### config.mk
export PLATFORM = sky130hd
export DESIGN_NAME = spo_top
export DESIGN_NICKNAME = d
export VERILOG_FILES = /design/src/include/spo_pkg.sv /design/src/spo_top.sv
export VERILOG_INCLUDE_DIRS = /design/src /design/src/include
export SDC_FILE = /design/constraint.sdc
export NUM_CORES = 1
export LEC_CHECK = 0
export BUFFER_PORTS_ARGS = -buffer_cell sky130_fd_sc_hd__buf_2
export CAP_MARGIN = 40
export CORE_ASPECT_RATIO = 1.25
export CORE_MARGIN = 2
export CORE_UTILIZATION = 45
export CTS_CLUSTER_SIZE = 8
export DETAILED_ROUTE_END_ITERATION = 7
export GPL_ROUTABILITY_DRIVEN = 1
export PLACE_DENSITY = 0.65
export SKIP_LAST_GASP = 1
export SYNTH_ARGS = -nofsm -noshare
export SYNTH_HDL_FRONTEND = slang
export SYNTH_SLANG_ARGS = --single-unit
### constraint.sdc
create_clock -name i_clk -period 6.35 [get_ports i_clk]
set_input_delay 0.635 -clock i_clk [delete_from_list [all_inputs] [get_ports i_clk]]
set_output_delay 0.635 -clock i_clk [all_outputs]
set_load 0.02 [all_outputs]
### src/include/spo_cfg.svh
`ifndef SPO_CFG_SVH
`define SPO_CFG_SVH

// register byte offsets
`define SPO_OFS_CTRL   8'h00
`define SPO_OFS_FIRST_SETPOINT   8'h04
`define SPO_OFS_SECOND_SETPOINT   8'h08
`define SPO_OFS_PT1    8'h0c
`define SPO_OFS_PT2    8'h10
`define SPO_OFS_COUNT  8'h14
`define SPO_OFS_TOTAL  8'h18
`define SPO_OFS_DISP   8'h1c
`define SPO_OFS_STAT   8'h20
`define SPO_OFS_MASK   8'h24
`define SPO_OFS_OUTS   8'h28

// control field positions
`define SPO_CTRL_MODE_LSB 0
`define SPO_CTRL_MODE_MSB 2
`define SPO_CTRL_DIR_BIT  8

// direction code for downcount
`define SPO_DIR_DOWN 1'h1

// status bit positions
`define SPO_ST_OUT1 0
`define SPO_ST_OUT2 1
`define SPO_ST_AUTO 2
`define SPO_ST_MAN  3
`define SPO_ST_W    4

// reset values
`define SPO_RST_CTRL 32'h0000_0000
`define SPO_RST_SET  32'h0000_0000
`define SPO_RST_PT   32'h0000_0000
`define SPO_RST_MASK 4'h0

// pulse-time base: one tick per millisecond
`define SPO_CLK_NS 25
`define SPO_TB_NS  1000000
`define SPO_TB_CYC (`SPO_TB_NS / `SPO_CLK_NS)

`endif

### src/include/spo_pkg.sv
package spo_pkg;

   // output functions
   typedef enum logic [2:0] {
      SPO_MAN_STOP  = 3'h0,
      SPO_MAN_CONT  = 3'h1,
      SPO_AUTO_BASE = 3'h2,
      SPO_AUTO_WAIT = 3'h3,
      SPO_AUTO_HOLD = 3'h4,
      SPO_AUTO_OVR  = 3'h5,
      SPO_COMPARE   = 3'h6
   } spo_mode_t;

   // counting phase, gray along run -> wait -> stop
   typedef enum logic [1:0] {
      SPO_PH_RUN  = 2'h0,
      SPO_PH_WAIT = 2'h1,
      SPO_PH_STOP = 2'h3
   } spo_phase_t;

endpackage

### src/spo_top.sv
// Implementation choices: the address map and the strobed register port.
`timescale 1ns/10ps
`include "spo_cfg.svh"

module spo_top #(
   parameter int CNT_W  = 24,
   parameter int PT_W   = 16,
   parameter int TB_CYC = `SPO_TB_CYC
) (
   // clock and reset
   input  wire logic        i_clk,
   input  wire logic        i_arst_n,
   // register port
   input  wire logic [7:0]  i_addr,
   input  wire logic [31:0] i_wdata,
   input  wire logic        i_wr,
   input  wire logic        i_rd,
   output logic      [31:0] o_rdata,
   // field pins
   input  wire logic        i_cnt_pulse,
   input  wire logic        i_man_rst,
   // outputs
   output logic             o_out1,
   output logic             o_out2,
   output logic [31:0]      o_disp,
   output logic             o_irq
);

   // tick check wants two quiet cycles between ticks
   if (CNT_W < 8 || CNT_W > 32 || PT_W < 1 || PT_W > 32 || TB_CYC < 3)
   begin : g_bad
      $error("spo_top: unsupported parameter values");
   end

   // registers
   logic [31:0]             ctrl_r;
   logic [CNT_W-1:0]        first_setpoint_r;
   logic [CNT_W-1:0]        second_setpoint_r;
   logic [PT_W-1:0]         pt1_r;
   logic [PT_W-1:0]         pt2_r;
   logic [`SPO_ST_W-1:0]    stat_r;
   logic [`SPO_ST_W-1:0]    mask_r;
   logic signed [CNT_W-1:0] count_r;
   logic signed [31:0]      total_r;
   logic [PT_W-1:0]         t1_r;
   logic [PT_W-1:0]         t2_r;
   logic                    hold_r;
   spo_pkg::spo_phase_t     phase_r;
   logic [31:0]             tb_r;
   logic                    tick;
   logic [2:0]              cp_s;
   logic [2:0]              mr_s;

   // decoded control
   spo_pkg::spo_mode_t      mode;
   logic                    down;
   logic                    cnt_ev;
   logic                    mr_ev;
   logic                    run_ev;
   logic signed [CNT_W-1:0] cnt_n;
   logic signed [CNT_W-1:0] start_val;
   logic signed [CNT_W-1:0] term_val;
   logic                    hit1;
   logic                    term;
   logic                    auto_ok;
   logic                    is_auto;
   logic                    ar_now;
   logic                    t1_exp;
   logic                    t2_exp;
   logic                    late_rst;
   logic                    cmp1;
   logic                    cmp2;
   logic                    first_setpoint_ev;
   logic                    second_setpoint_ev;
   logic [`SPO_ST_W-1:0]    ev_vec;

   assign mode      = spo_pkg::spo_mode_t'(ctrl_r[`SPO_CTRL_MODE_MSB:`SPO_CTRL_MODE_LSB]);
   assign down      = (ctrl_r[`SPO_CTRL_DIR_BIT] == `SPO_DIR_DOWN);
   assign start_val = down ? $signed(second_setpoint_r) : '0;
   assign term_val  = down ? '0 : $signed(second_setpoint_r);

   // field pins: two flops, third only for the edge
   always_ff @(posedge i_clk or negedge i_arst_n)
   begin
      if (!i_arst_n)
      begin
         cp_s <= 3'h0;
         mr_s <= 3'h0;
      end
      else
      begin
         cp_s <= {cp_s[1:0], i_cnt_pulse};
         mr_s <= {mr_s[1:0], i_man_rst};
      end
   end
   assign cnt_ev = cp_s[1] & ~cp_s[2];
   assign mr_ev  = mr_s[1] & ~mr_s[2];

   always_ff @(posedge i_clk or negedge i_arst_n)
   begin
      if (!i_arst_n)
         tb_r <= 32'h0;
      else if (tb_r == 32'(TB_CYC - 1))
         tb_r <= 32'h0;
      else
         tb_r <= tb_r + 32'h1;
   end
   assign tick = (tb_r == 32'(TB_CYC - 1));

   assign run_ev  = cnt_ev & ~mr_ev & (phase_r == spo_pkg::SPO_PH_RUN);
   assign cnt_n   = down ? count_r - CNT_W'(1) : count_r + CNT_W'(1);
   assign hit1    = (cnt_n == $signed(first_setpoint_r));
   assign term    = (cnt_n == term_val);
   // zero second pulse time disables auto reset
   assign auto_ok = (pt2_r != '0);
   assign is_auto = (mode == spo_pkg::SPO_AUTO_BASE) || (mode == spo_pkg::SPO_AUTO_WAIT)
                  || (mode == spo_pkg::SPO_AUTO_HOLD) || (mode == spo_pkg::SPO_AUTO_OVR);
   assign ar_now  = run_ev & term & auto_ok
                  & ((mode == spo_pkg::SPO_AUTO_BASE) || (mode == spo_pkg::SPO_AUTO_HOLD));
   assign t1_exp  = tick & (t1_r == PT_W'(1));
   assign t2_exp  = tick & (t2_r == PT_W'(1));
   assign late_rst = t2_exp & auto_ok & ~mr_ev
                   & ((mode == spo_pkg::SPO_AUTO_WAIT) || (mode == spo_pkg::SPO_AUTO_OVR));
   assign cmp1    = down ? (count_r <= $signed(first_setpoint_r)) : (count_r >= $signed(first_setpoint_r));
   assign cmp2    = down ? (count_r <= term_val) : (count_r >= term_val);

   // count, phase and total
   always_ff @(posedge i_clk or negedge i_arst_n)
   begin
      if (!i_arst_n)
      begin
         count_r <= '0;
         total_r <= 32'sh0;
         phase_r <= spo_pkg::SPO_PH_RUN;
      end
      else if (mr_ev || late_rst)
      begin
         total_r <= total_r + 32'(count_r);
         count_r <= start_val;
         phase_r <= spo_pkg::SPO_PH_RUN;
      end
      else if (ar_now)
      begin
         total_r <= total_r + 32'(cnt_n);
         count_r <= start_val;
      end
      else if (run_ev)
      begin
         count_r <= cnt_n;
         if (term && mode == spo_pkg::SPO_MAN_STOP)
            phase_r <= spo_pkg::SPO_PH_STOP;
         else if (term && mode == spo_pkg::SPO_AUTO_WAIT && auto_ok)
            phase_r <= spo_pkg::SPO_PH_WAIT;
      end
   end

   // display hold after reset at terminal
   always_ff @(posedge i_clk or negedge i_arst_n)
   begin
      if (!i_arst_n)
         hold_r <= 1'b0;
      else if (mr_ev || t2_exp)
         hold_r <= 1'b0;
      else if (ar_now && mode == spo_pkg::SPO_AUTO_HOLD)
         hold_r <= 1'b1;
   end

   // outputs and pulse timers
   always_ff @(posedge i_clk or negedge i_arst_n)
   begin
      if (!i_arst_n)
      begin
         o_out1 <= 1'b0;
         o_out2 <= 1'b0;
         t1_r   <= '0;
         t2_r   <= '0;
      end
      else if (mr_ev)
      begin
         o_out1 <= 1'b0;
         o_out2 <= 1'b0;
         t1_r   <= '0;
         t2_r   <= '0;
      end
      else if (mode == spo_pkg::SPO_COMPARE)
      begin
         o_out1 <= cmp1;
         o_out2 <= cmp2;
         t1_r   <= '0;
         t2_r   <= '0;
      end
      else
      begin
         if (tick && t1_r != '0)
            t1_r <= t1_r - PT_W'(1);
         if (tick && t2_r != '0)
            t2_r <= t2_r - PT_W'(1);
         if (run_ev && hit1)
         begin
            o_out1 <= 1'b1;
            t1_r   <= pt1_r;
         end
         // output 2 end drops output 1
         else if (t1_exp || t2_exp)
            o_out1 <= 1'b0;
         if (run_ev && term)
         begin
            o_out2 <= 1'b1;
            t2_r   <= (mode == spo_pkg::SPO_MAN_STOP) ? '0 : pt2_r;
         end
         else if (t2_exp)
            o_out2 <= 1'b0;
      end
   end

   always_ff @(posedge i_clk or negedge i_arst_n)
   begin
      if (!i_arst_n)
         o_disp <= 32'h0;
      else if (hold_r)
         o_disp <= 32'(term_val);
      else
         o_disp <= 32'(count_r);
   end

   // register writes
   always_ff @(posedge i_clk or negedge i_arst_n)
   begin
      if (!i_arst_n)
      begin
         ctrl_r <= `SPO_RST_CTRL;
         first_setpoint_r <= CNT_W'(`SPO_RST_SET);
         second_setpoint_r <= CNT_W'(`SPO_RST_SET);
         pt1_r  <= PT_W'(`SPO_RST_PT);
         pt2_r  <= PT_W'(`SPO_RST_PT);
         mask_r <= `SPO_RST_MASK;
      end
      else if (i_wr)
      begin
         case (i_addr)
            `SPO_OFS_CTRL: ctrl_r <= i_wdata;
            `SPO_OFS_FIRST_SETPOINT: first_setpoint_r <= i_wdata[CNT_W-1:0];
            `SPO_OFS_SECOND_SETPOINT: second_setpoint_r <= i_wdata[CNT_W-1:0];
            `SPO_OFS_PT1:  pt1_r  <= i_wdata[PT_W-1:0];
            `SPO_OFS_PT2:  pt2_r  <= i_wdata[PT_W-1:0];
            `SPO_OFS_MASK: mask_r <= i_wdata[`SPO_ST_W-1:0];
            default:       ;
         endcase
      end
   end

   // sticky events, set wins over write-one-clear
   assign first_setpoint_ev = ~o_out1 & ((run_ev & hit1 & (mode != spo_pkg::SPO_COMPARE))
                  | ((mode == spo_pkg::SPO_COMPARE) & cmp1));
   assign second_setpoint_ev = ~o_out2 & ((run_ev & term & (mode != spo_pkg::SPO_COMPARE))
                  | ((mode == spo_pkg::SPO_COMPARE) & cmp2));
   assign ev_vec  = {mr_ev, ar_now | late_rst, second_setpoint_ev & ~mr_ev, first_setpoint_ev & ~mr_ev};

   always_ff @(posedge i_clk or negedge i_arst_n)
   begin
      if (!i_arst_n)
         stat_r <= '0;
      else if (i_wr && i_addr == `SPO_OFS_STAT)
         stat_r <= (stat_r & ~i_wdata[`SPO_ST_W-1:0]) | ev_vec;
      else
         stat_r <= stat_r | ev_vec;
   end

   always_ff @(posedge i_clk or negedge i_arst_n)
   begin
      if (!i_arst_n)
         o_irq <= 1'b0;
      else
         o_irq <= |(stat_r & mask_r);
   end

   // read data one cycle after the strobe, zero otherwise
   always_ff @(posedge i_clk or negedge i_arst_n)
   begin
      if (!i_arst_n)
         o_rdata <= 32'h0;
      else if (!i_rd)
         o_rdata <= 32'h0;
      else
      begin
         case (i_addr)
            `SPO_OFS_CTRL:  o_rdata <= ctrl_r;
            `SPO_OFS_FIRST_SETPOINT:  o_rdata <= 32'(first_setpoint_r);
            `SPO_OFS_SECOND_SETPOINT:  o_rdata <= 32'(second_setpoint_r);
            `SPO_OFS_PT1:   o_rdata <= 32'(pt1_r);
            `SPO_OFS_PT2:   o_rdata <= 32'(pt2_r);
            `SPO_OFS_COUNT: o_rdata <= 32'(count_r);
            `SPO_OFS_TOTAL: o_rdata <= total_r;
            `SPO_OFS_DISP:  o_rdata <= o_disp;
            `SPO_OFS_STAT:  o_rdata <= 32'(stat_r);
            `SPO_OFS_MASK:  o_rdata <= 32'(mask_r);
            `SPO_OFS_OUTS:  o_rdata <= {28'h0, hold_r, phase_r != spo_pkg::SPO_PH_RUN,
                                        o_out2, o_out1};
            default:        o_rdata <= 32'h0;
         endcase
      end
   end

   // checks
   property p_out1_set;
      @(posedge i_clk) disable iff (!i_arst_n)
      (run_ev && hit1 && mode != spo_pkg::SPO_COMPARE) |=> o_out1;
   endproperty
   a_out1_set: assert property (p_out1_set) else $error("output 1 not set");
   property p_stop_hold;
      @(posedge i_clk) disable iff (!i_arst_n)
      (phase_r != spo_pkg::SPO_PH_RUN && !mr_ev && !late_rst) |=> (count_r == $past(count_r));
   endproperty
   a_stop_hold: assert property (p_stop_hold) else $error("count moved while halted");
   property p_o2_drop;
      @(posedge i_clk) disable iff (!i_arst_n)
      (t2_exp && !mr_ev && mode != spo_pkg::SPO_COMPARE && !(run_ev && (term || hit1)))
      |=> (!o_out2 && !o_out1);
   endproperty
   a_o2_drop: assert property (p_o2_drop) else $error("outputs not dropped");
   property p_auto_up;
      @(posedge i_clk) disable iff (!i_arst_n)
      (ar_now && !down) |=> (count_r == '0) && o_out2;
   endproperty
   a_auto_up: assert property (p_auto_up) else $error("up auto reset wrong");
   property p_auto_dn;
      @(posedge i_clk) disable iff (!i_arst_n)
      (ar_now && down) |=> (count_r == $signed($past(second_setpoint_r)));
   endproperty
   a_auto_dn: assert property (p_auto_dn) else $error("down reload wrong");
   property p_total;
      @(posedge i_clk) disable iff (!i_arst_n)
      (ar_now && !late_rst && !mr_ev) |=> (total_r == $past(total_r) + 32'($past(cnt_n)));
   endproperty
   a_total: assert property (p_total) else $error("total not updated");
   property p_no_auto;
      @(posedge i_clk) disable iff (!i_arst_n)
      (run_ev && is_auto && pt2_r == '0) |=> (count_r == $past(cnt_n));
   endproperty
   a_no_auto: assert property (p_no_auto) else $error("auto reset with zero time");
   property p_cmp_up;
      @(posedge i_clk) disable iff (!i_arst_n)
      (mode == spo_pkg::SPO_COMPARE && !down && !mr_ev)
      |=> (o_out1 == $past(cmp1)) && (o_out2 == $past(cmp2));
   endproperty
   a_cmp_up: assert property (p_cmp_up) else $error("compare outputs wrong");
   property p_cmp_dn;
      @(posedge i_clk) disable iff (!i_arst_n)
      (mode == spo_pkg::SPO_COMPARE && down && !mr_ev && count_r > $signed(first_setpoint_r))
      |=> !o_out1;
   endproperty
   a_cmp_dn: assert property (p_cmp_dn) else $error("compare down wrong");
   property p_man_total;
      @(posedge i_clk) disable iff (!i_arst_n)
      mr_ev |=> (total_r == $past(total_r) + 32'($past(count_r))) && !o_out2;
   endproperty
   a_man_total: assert property (p_man_total) else $error("manual total wrong");
   property p_tick;
      @(posedge i_clk) disable iff (!i_arst_n)
      tick |=> !tick [*2];
   endproperty
   a_tick: assert property (p_tick) else $error("tick too frequent");

endmodule

-- After elaboration in Yosys (flattened, before gate mapping)
Index checks and enable logic that the tools add are counted.
- output and inout port bits: 67
- input bits: 46
- register bits: 316
- logic and storage cells: 165
- add/subtract/negate cells: 7
- equality and inequality tests: 22
- bitwise operators: 34
- multiplexer cells: 39
- $lt $le $gt $ge: 4
- reductions and logical operators: 38
- operators by type and width (cell ; count):
    $pmux 32 s11 ; 1
    $mux 32 ; 5
    $mux 16 ; 9
    $mux 24 ; 6
    $add 32x24->32 ; 2
    $eq 24x24->1 ; 2
    $ge 24x24->1 ; 2
    $le 24x24->1 ; 2
    $reduce_bool 16->1 ; 3
    $add 32x1->32 const B ; 1
    $eq 16x1->1 const B ; 2
    $eq 32x16->1 const B ; 1
    $eq 8x5->1 const B ; 4
    $sub 16x1->16 const B ; 2
    $add 24x2->24 const B ; 1
    $eq 8x6->1 const B ; 3
    $sub 24x2->24 const B ; 1
    $and 1x1->1 ; 21
    $eq 8x4->1 const B ; 2
    $reduce_bool 4->1 ; 4
    $mux 1 ; 12
    $reduce_and 2->1 ; 6
    $mux 2 ; 5
    $eq 3x3->1 const B ; 3
    19 further kinds ; 44

-- Logic depth before layout (Yosys ltp)
- depth after elaboration: 12
- gate-level depth with buffers: 22
- depth with buffers taken out: 21

-- Worst setup path after synthesis
OpenSTA, ideal clock, no wires.
- path kind: register -> register
- from: register t2_r[2]
- to: register total_r[30]
- stages on the path, launching flop included: 23
- slack: 1.030 ns
- data required time: 6.223 ns
- data arrival time: 5.192 ns
- clock period less this slack: 5.320 ns
- path buffers: 3
- library setup time: 0.127 ns
- cells stage by stage: dfrtp_1 or4_1 nor4_1 nor3b_1 a41o_1 buf_2 clkbuf_1 buf_1 xnor2_1 ha_1 inv_1 fa_1 nor2b_1 o31a_1 o211ai_1 a21oi_1 o21ai_0 o21ai_0 nand4_1 a21boi_0 o211a_1 xor2_1 mux2_1
- longest elaborated chain between the ends: 7
- elaborated cells on any way between the ends: 8
- classes of those cells: 1 x eq/ne; 1 x mux; 4 x bitwise; 2 x reduce/logical
- RTL lines (item ; RTL line ; RTL):
    start: declaration ; spo_top.sv:46 ; logic [PT_W-1:0] t2_r;
    start signal: assignment ; spo_top.sv:197 ; t2_r <= t2_r - PT_W'(1);
    start signal: assignment ; spo_top.sv:209 ; t2_r <= (mode == spo_pkg::SPO_MAN_STOP) ? '0 : pt2_r;
    $eq 16x1->1 (*) ; spo_top.sv:121 ; assign t2_exp = tick & (t2_r == PT_W'(1));
    $and 1x1->1 (*) ; spo_top.sv:121 ;
    $and 1x1->1 (*) (2 in a row) ; spo_top.sv:122 ; assign late_rst = t2_exp & auto_ok & ~mr_ev
    $and 1x1->1 (*) ; spo_top.sv:123 ; & ((mode == spo_pkg::SPO_AUTO_WAIT) || (mode == spo_pkg::SPO_AUTO_OVR));
    $logic_or 1x1->1 (*) ; spo_top.sv:136 ; else if (mr_ev || late_rst)
    $mux 32 or $reduce_bool 2->1 (tied branches) ; n/a ;
    end signal: assignment ; spo_top.sv:138 ; total_r <= total_r + 32'(count_r);
    end signal: assignment ; spo_top.sv:144 ; total_r <= total_r + 32'(cnt_n);
    end: declaration ; spo_top.sv:44 ; logic signed [31:0] total_r;
Mark *: on every way between the ends. The rest lies on a longest branch, timed or not.
A chain may end at the register's enable or synchronous reset.

-- Worst setup path after layout
- from: register ctrl_r[8]
- to: register total_r[30]
- longest elaborated chain between the ends: 6
- elaborated cells on any way between the ends: 10
- classes of those cells: 1 x add/sub; 1 x eq/ne; 4 x mux; 3 x bitwise; 1 x reduce/logical
- RTL lines (item ; RTL line ; RTL):
    start: declaration ; spo_top.sv:36 ; logic [31:0] ctrl_r;
    start signal: assignment ; spo_top.sv:231 ; ctrl_r <= `SPO_RST_CTRL;
    start signal: assignment ; spo_top.sv:241 ; `SPO_OFS_CTRL: ctrl_r <= i_wdata;
    branches (longest 6 deep; another with $add 32x24->32) ; n/a ;
Parallel ways; which one is timed is not known. The select of a mux whose other input is x is not followed.

==> impl_metrics.env <==
export IMPL_reg2reg_from="ctrl_r[8]"
export IMPL_fp_dieW_um=190
export IMPL_ys_ff_latch=308
export IMPL_drtAntennaViolNets=0
export IMPL_crit_family="compound AO/OA/AOI/OAI gates"
export IMPL_synth_seq_area_share=0.398
export IMPL_nets=2246
export IMPL_max_stage_delay_ns=0.62
export IMPL_die_h_um=236
export IMPL_wl_per_cell_um=24.3
export IMPL_start_util=0.453
export IMPL_status="finished, final reports clean"
export IMPL_p_int_w=0.00402
export IMPL_clkPwrFrac=0.351
export IMPL_drc=0
export IMPL_core_region_area_um2=42800
export IMPL_crit_buf_inv=1
export IMPL_grt_start_max_net_pins=135
export IMPL_clock_sinks=308
export IMPL_grt_total_usage=0.284
export IMPL_cellLeakagePower_nw=10.3
export IMPL_post_cts_buffers=0
export IMPL_grt_overflow_total=0
export IMPL_via_count=16500
export IMPL_viasPerCell=6.21
export IMPL_drtIter0Drc=1242
export IMPL_switchingPower_w=0.00200
export IMPL_max_slew_margin_rel=0.393
export IMPL_synth_ff_type="dfrtp_1"
export IMPL_setup_tns_final_ns=0
export IMPL_rsz0062_at_grt="false"
export IMPL_wl_um=64400
export IMPL_crit_type="reg -> reg"
export IMPL_area_growth_pct=13.4
export IMPL_fin_ws_ns=0.464
export IMPL_synth_edff_count=0
export IMPL_rows=85
export IMPL_critPathLaunchType="flip-flop"
export IMPL_r2r_cells=20
export IMPL_netlist_area_um2=19400
export IMPL_p_sw_frac=0.332
export IMPL_layout_drive_gt1_share=0.185
export IMPL_cts_max_level=2
export IMPL_cts_resized_gates=0
export IMPL_clk_pin_slew_worst_paths_ns=0.05
export IMPL_grt_pass1_wl_um=97400
export IMPL_port_buffer_count=112
export IMPL_grt_pass1_vias=16500
export IMPL_syn_num_nets=2133
export IMPL_path_max_fanout=22
export IMPL_hold_buffers=0
export IMPL_antenna_found_initial=0
export IMPL_pre_cts_slack_ns=0.513
export IMPL_first_pass_iters=5
export IMPL_cap_viol_max_count=0
export IMPL_worst_pin_slew_ns=0.910
export IMPL_io_pins=113
export IMPL_diodes=0
export IMPL_worst_endpoint_arrival_ns=6.34
export IMPL_cp_slowest_cell="or2_0"
export IMPL_min_period_over_period=0.927
export IMPL_gp_congestion=1.01
export IMPL_clock_path_buffers=3
export IMPL_reg2reg_slack_ns=0.46
export IMPL_root_buffer="clkbuf_16"
export IMPL_cts_buffers=44
export IMPL_combPwrFrac=0.255
export IMPL_syn_inst=1971
export IMPL_yosys_warnings=0
export IMPL_clk_latency_ns=0.59
export IMPL_powerDensity_nw_per_um2=274
export IMPL_hold_viol_final=0
export IMPL_holdCritPathClass="in -> async"
export IMPL_worst_ir_drop_vdd_mv=0.207
export IMPL_yosysUniqueCellTypes=84
export IMPL_cts_tree="built"
export IMPL_fmax_mhz=170
export IMPL_endpoint_kind="flip-flop"
export IMPL_hpwl_um=46900
export IMPL_setup_viol=0
export IMPL_dieArea_um2=44700
export IMPL_cp_cell_sequence="buf_4 > ha_1 > and4_1 > nand3_1 > o31ai_1 > or2_0 > xnor2_1 > o21ai_0 > ha_1 > a21o_1 > a21o_1 > a21oi_1 > nand2_1 > o21ai_0 > o21ai_0 > nand4_1 > a21boi_0 > o211a_1 > xor2_1 > mux2_1"
export IMPL_synthArstFlopShare=1.00
export IMPL_crit_top_cell="o21ai_0"
export IMPL_min_period_ns=5.89
export IMPL_skew_ns=0.0253
export IMPL_required_ns=6.80
export IMPL_reg2reg_to="total_r[30]"
export IMPL_p_seq_frac=0.394
export IMPL_drv_slew=0
export IMPL_syn_mean_instance_area_um2=9.83
==> final cells by class <==
type / instances / area [um2]
fill: 3917 / 20800
clock buffer: 46 / 1110
multi-input combinational: 1496 / 11000
clock inverter: 4 / 71.3
timing repair buffer: 161 / 1060
sequential: 308 / 7710
inverter: 73 / 274
tap: 565 / 707
==> worst max path at each step <==
stage / startpoint / end / slack (ns) / cells past startpoint
global route: ctrl_r[8] / total_r[30] / 0.01 / 19
global placement: ctrl_r[8] / total_r[30] / 0.65 / 20
CTS: ctrl_r[8] / total_r[30] / 0.49 / 20
floorplan: t2_r[2] / total_r[30] / 1.03 / 22
detailed placement: ctrl_r[8] / total_r[30] / 0.51 / 20
finish: ctrl_r[8] / total_r[30] / 0.46 / 20
==> layout by cell type (no fill, tap or decap), types with 16 or more instances in the layout <==
cell / synthesis / final
xor2_1: 46 / 46
a31oi_1: 21 / 21
ha_1: 114 / 114
a221o_1: 19 / 19
o21ai_0: 69 / 69
inv_1: 73 / 73
a21oi_1: 119 / 118
dfrtp_1: 308 / 307
nand2b_1: 28 / 28
mux2_2: 144 / 144
nor2_1: 137 / 130
buf_4: 10 / 40
nor3_1: 41 / 41
nand3_1: 44 / 44
mux2i_1: 34 / 34
nor2b_1: 30 / 30
buf_2: 4 / 111
xnor2_1: 94 / 94
nand4_1: 36 / 36
nor4_1: 23 / 23
a22oi_1: 87 / 87
clkbuf_16: 0 / 44
nand2_1: 146 / 144
o211ai_1: 16 / 16
and3_1: 20 / 20
a21o_1: 21 / 21
==> per-stage QoR <==
stage	std cells	utilization	instance area, um2	power (W)	hold WS [ns]
global placement	2596	0.483	20600	0.00388	0.338
floorplan	1971	-	19400	0.00338	0.331
detailed placement	2602	0.486	20800	0.00391	0.340
finish	2653	0.514	22000	0.00603	0.109
global route	2653	0.514	22000	0.00630	0.147
CTS	2652	0.514	22000	0.00605	0.134
==> cells in the mapped netlist, types with 7 or more instances <==
master	n	area (um2)
or4_1	7	52.6
o21ai_1	7	35.0
nor4_1	23	144
nand4_1	36	225
nand2b_1	28	175
a22o_1	12	105
or3_1	8	50.1
a211oi_1	9	67.6
mux2_2	144	1620
a22oi_1	87	653
nand3b_1	10	75.1
a221oi_1	8	70.1
o211ai_1	16	120
clkbuf_1	63	236
nor2_1	137	514
or2_2	7	43.8
xor2_1	46	403
o21a_1	14	105
and3_1	20	125
a31oi_1	21	131
buf_1	15	56.3
a221o_1	19	190
buf_4	10	75.1
nand2_1	146	548
a21o_1	21	158
and2_1	8	50.1
dfrtp_1	308	7710
nor2b_1	30	188
o21ai_0	69	345
nor3_1	41	205
mux2_1	11	124
xnor2_1	94	823
a41oi_1	14	123
ha_1	114	1430
mux2i_1	34	340
nand3_1	44	220
a21oi_1	119	596
inv_1	73	274
==> cells by family after synthesis <==
kind of cell / Yosys count / synth area share
AND/OR/NAND/NOR: 566 / 0.145
AO/OA/AOI/OAI: 481 / 0.170
flip-flops: 308 / 0.398
multiplexers: 189 / 0.108
buffers and inverters: 167 / 0.0353
XOR/XNOR: 144 / 0.0679
adder cells (fa/ha/maj): 116 / 0.0757
==> flip-flops by register name (all words and copies together), names as in the netlist, 3 cells and up <==
| name | cells |
|---|---|
| count_r | 24 |
| cp_s | 3 |
| ctrl_r | 32 |
| first_setpoint_r | 24 |
| mask_r | 4 |
| mr_s | 3 |
| o_disp | 24 |
| o_rdata | 32 |
| pt1_r | 16 |
| pt2_r | 16 |
| second_setpoint_r | 24 |
| stat_r | 4 |
| t1_r | 16 |
| t2_r | 16 |
| tb_r | 32 |
| total_r | 32 |
==> power by group through the flow <==
stage	sequential [W]	clock (W)	combinational, W
after detailed placement	0.00240	0	0.00152
after global routing	0.00238	0.00223	0.00169
after floorplan	0.00229	0	0.00109
after CTS	0.00237	0.00215	0.00153
after global placement	0.00239	0	0.00149
final	0.00237	0.00211	0.00154
==> metal layers <==
layer	track usage	share of wire
met5	0	0
met4	0.144	0.050
met3	0.0402	0.057
met2	0.495	0.50
met1	0.341	0.40
(Power assumes the default switching activity.)
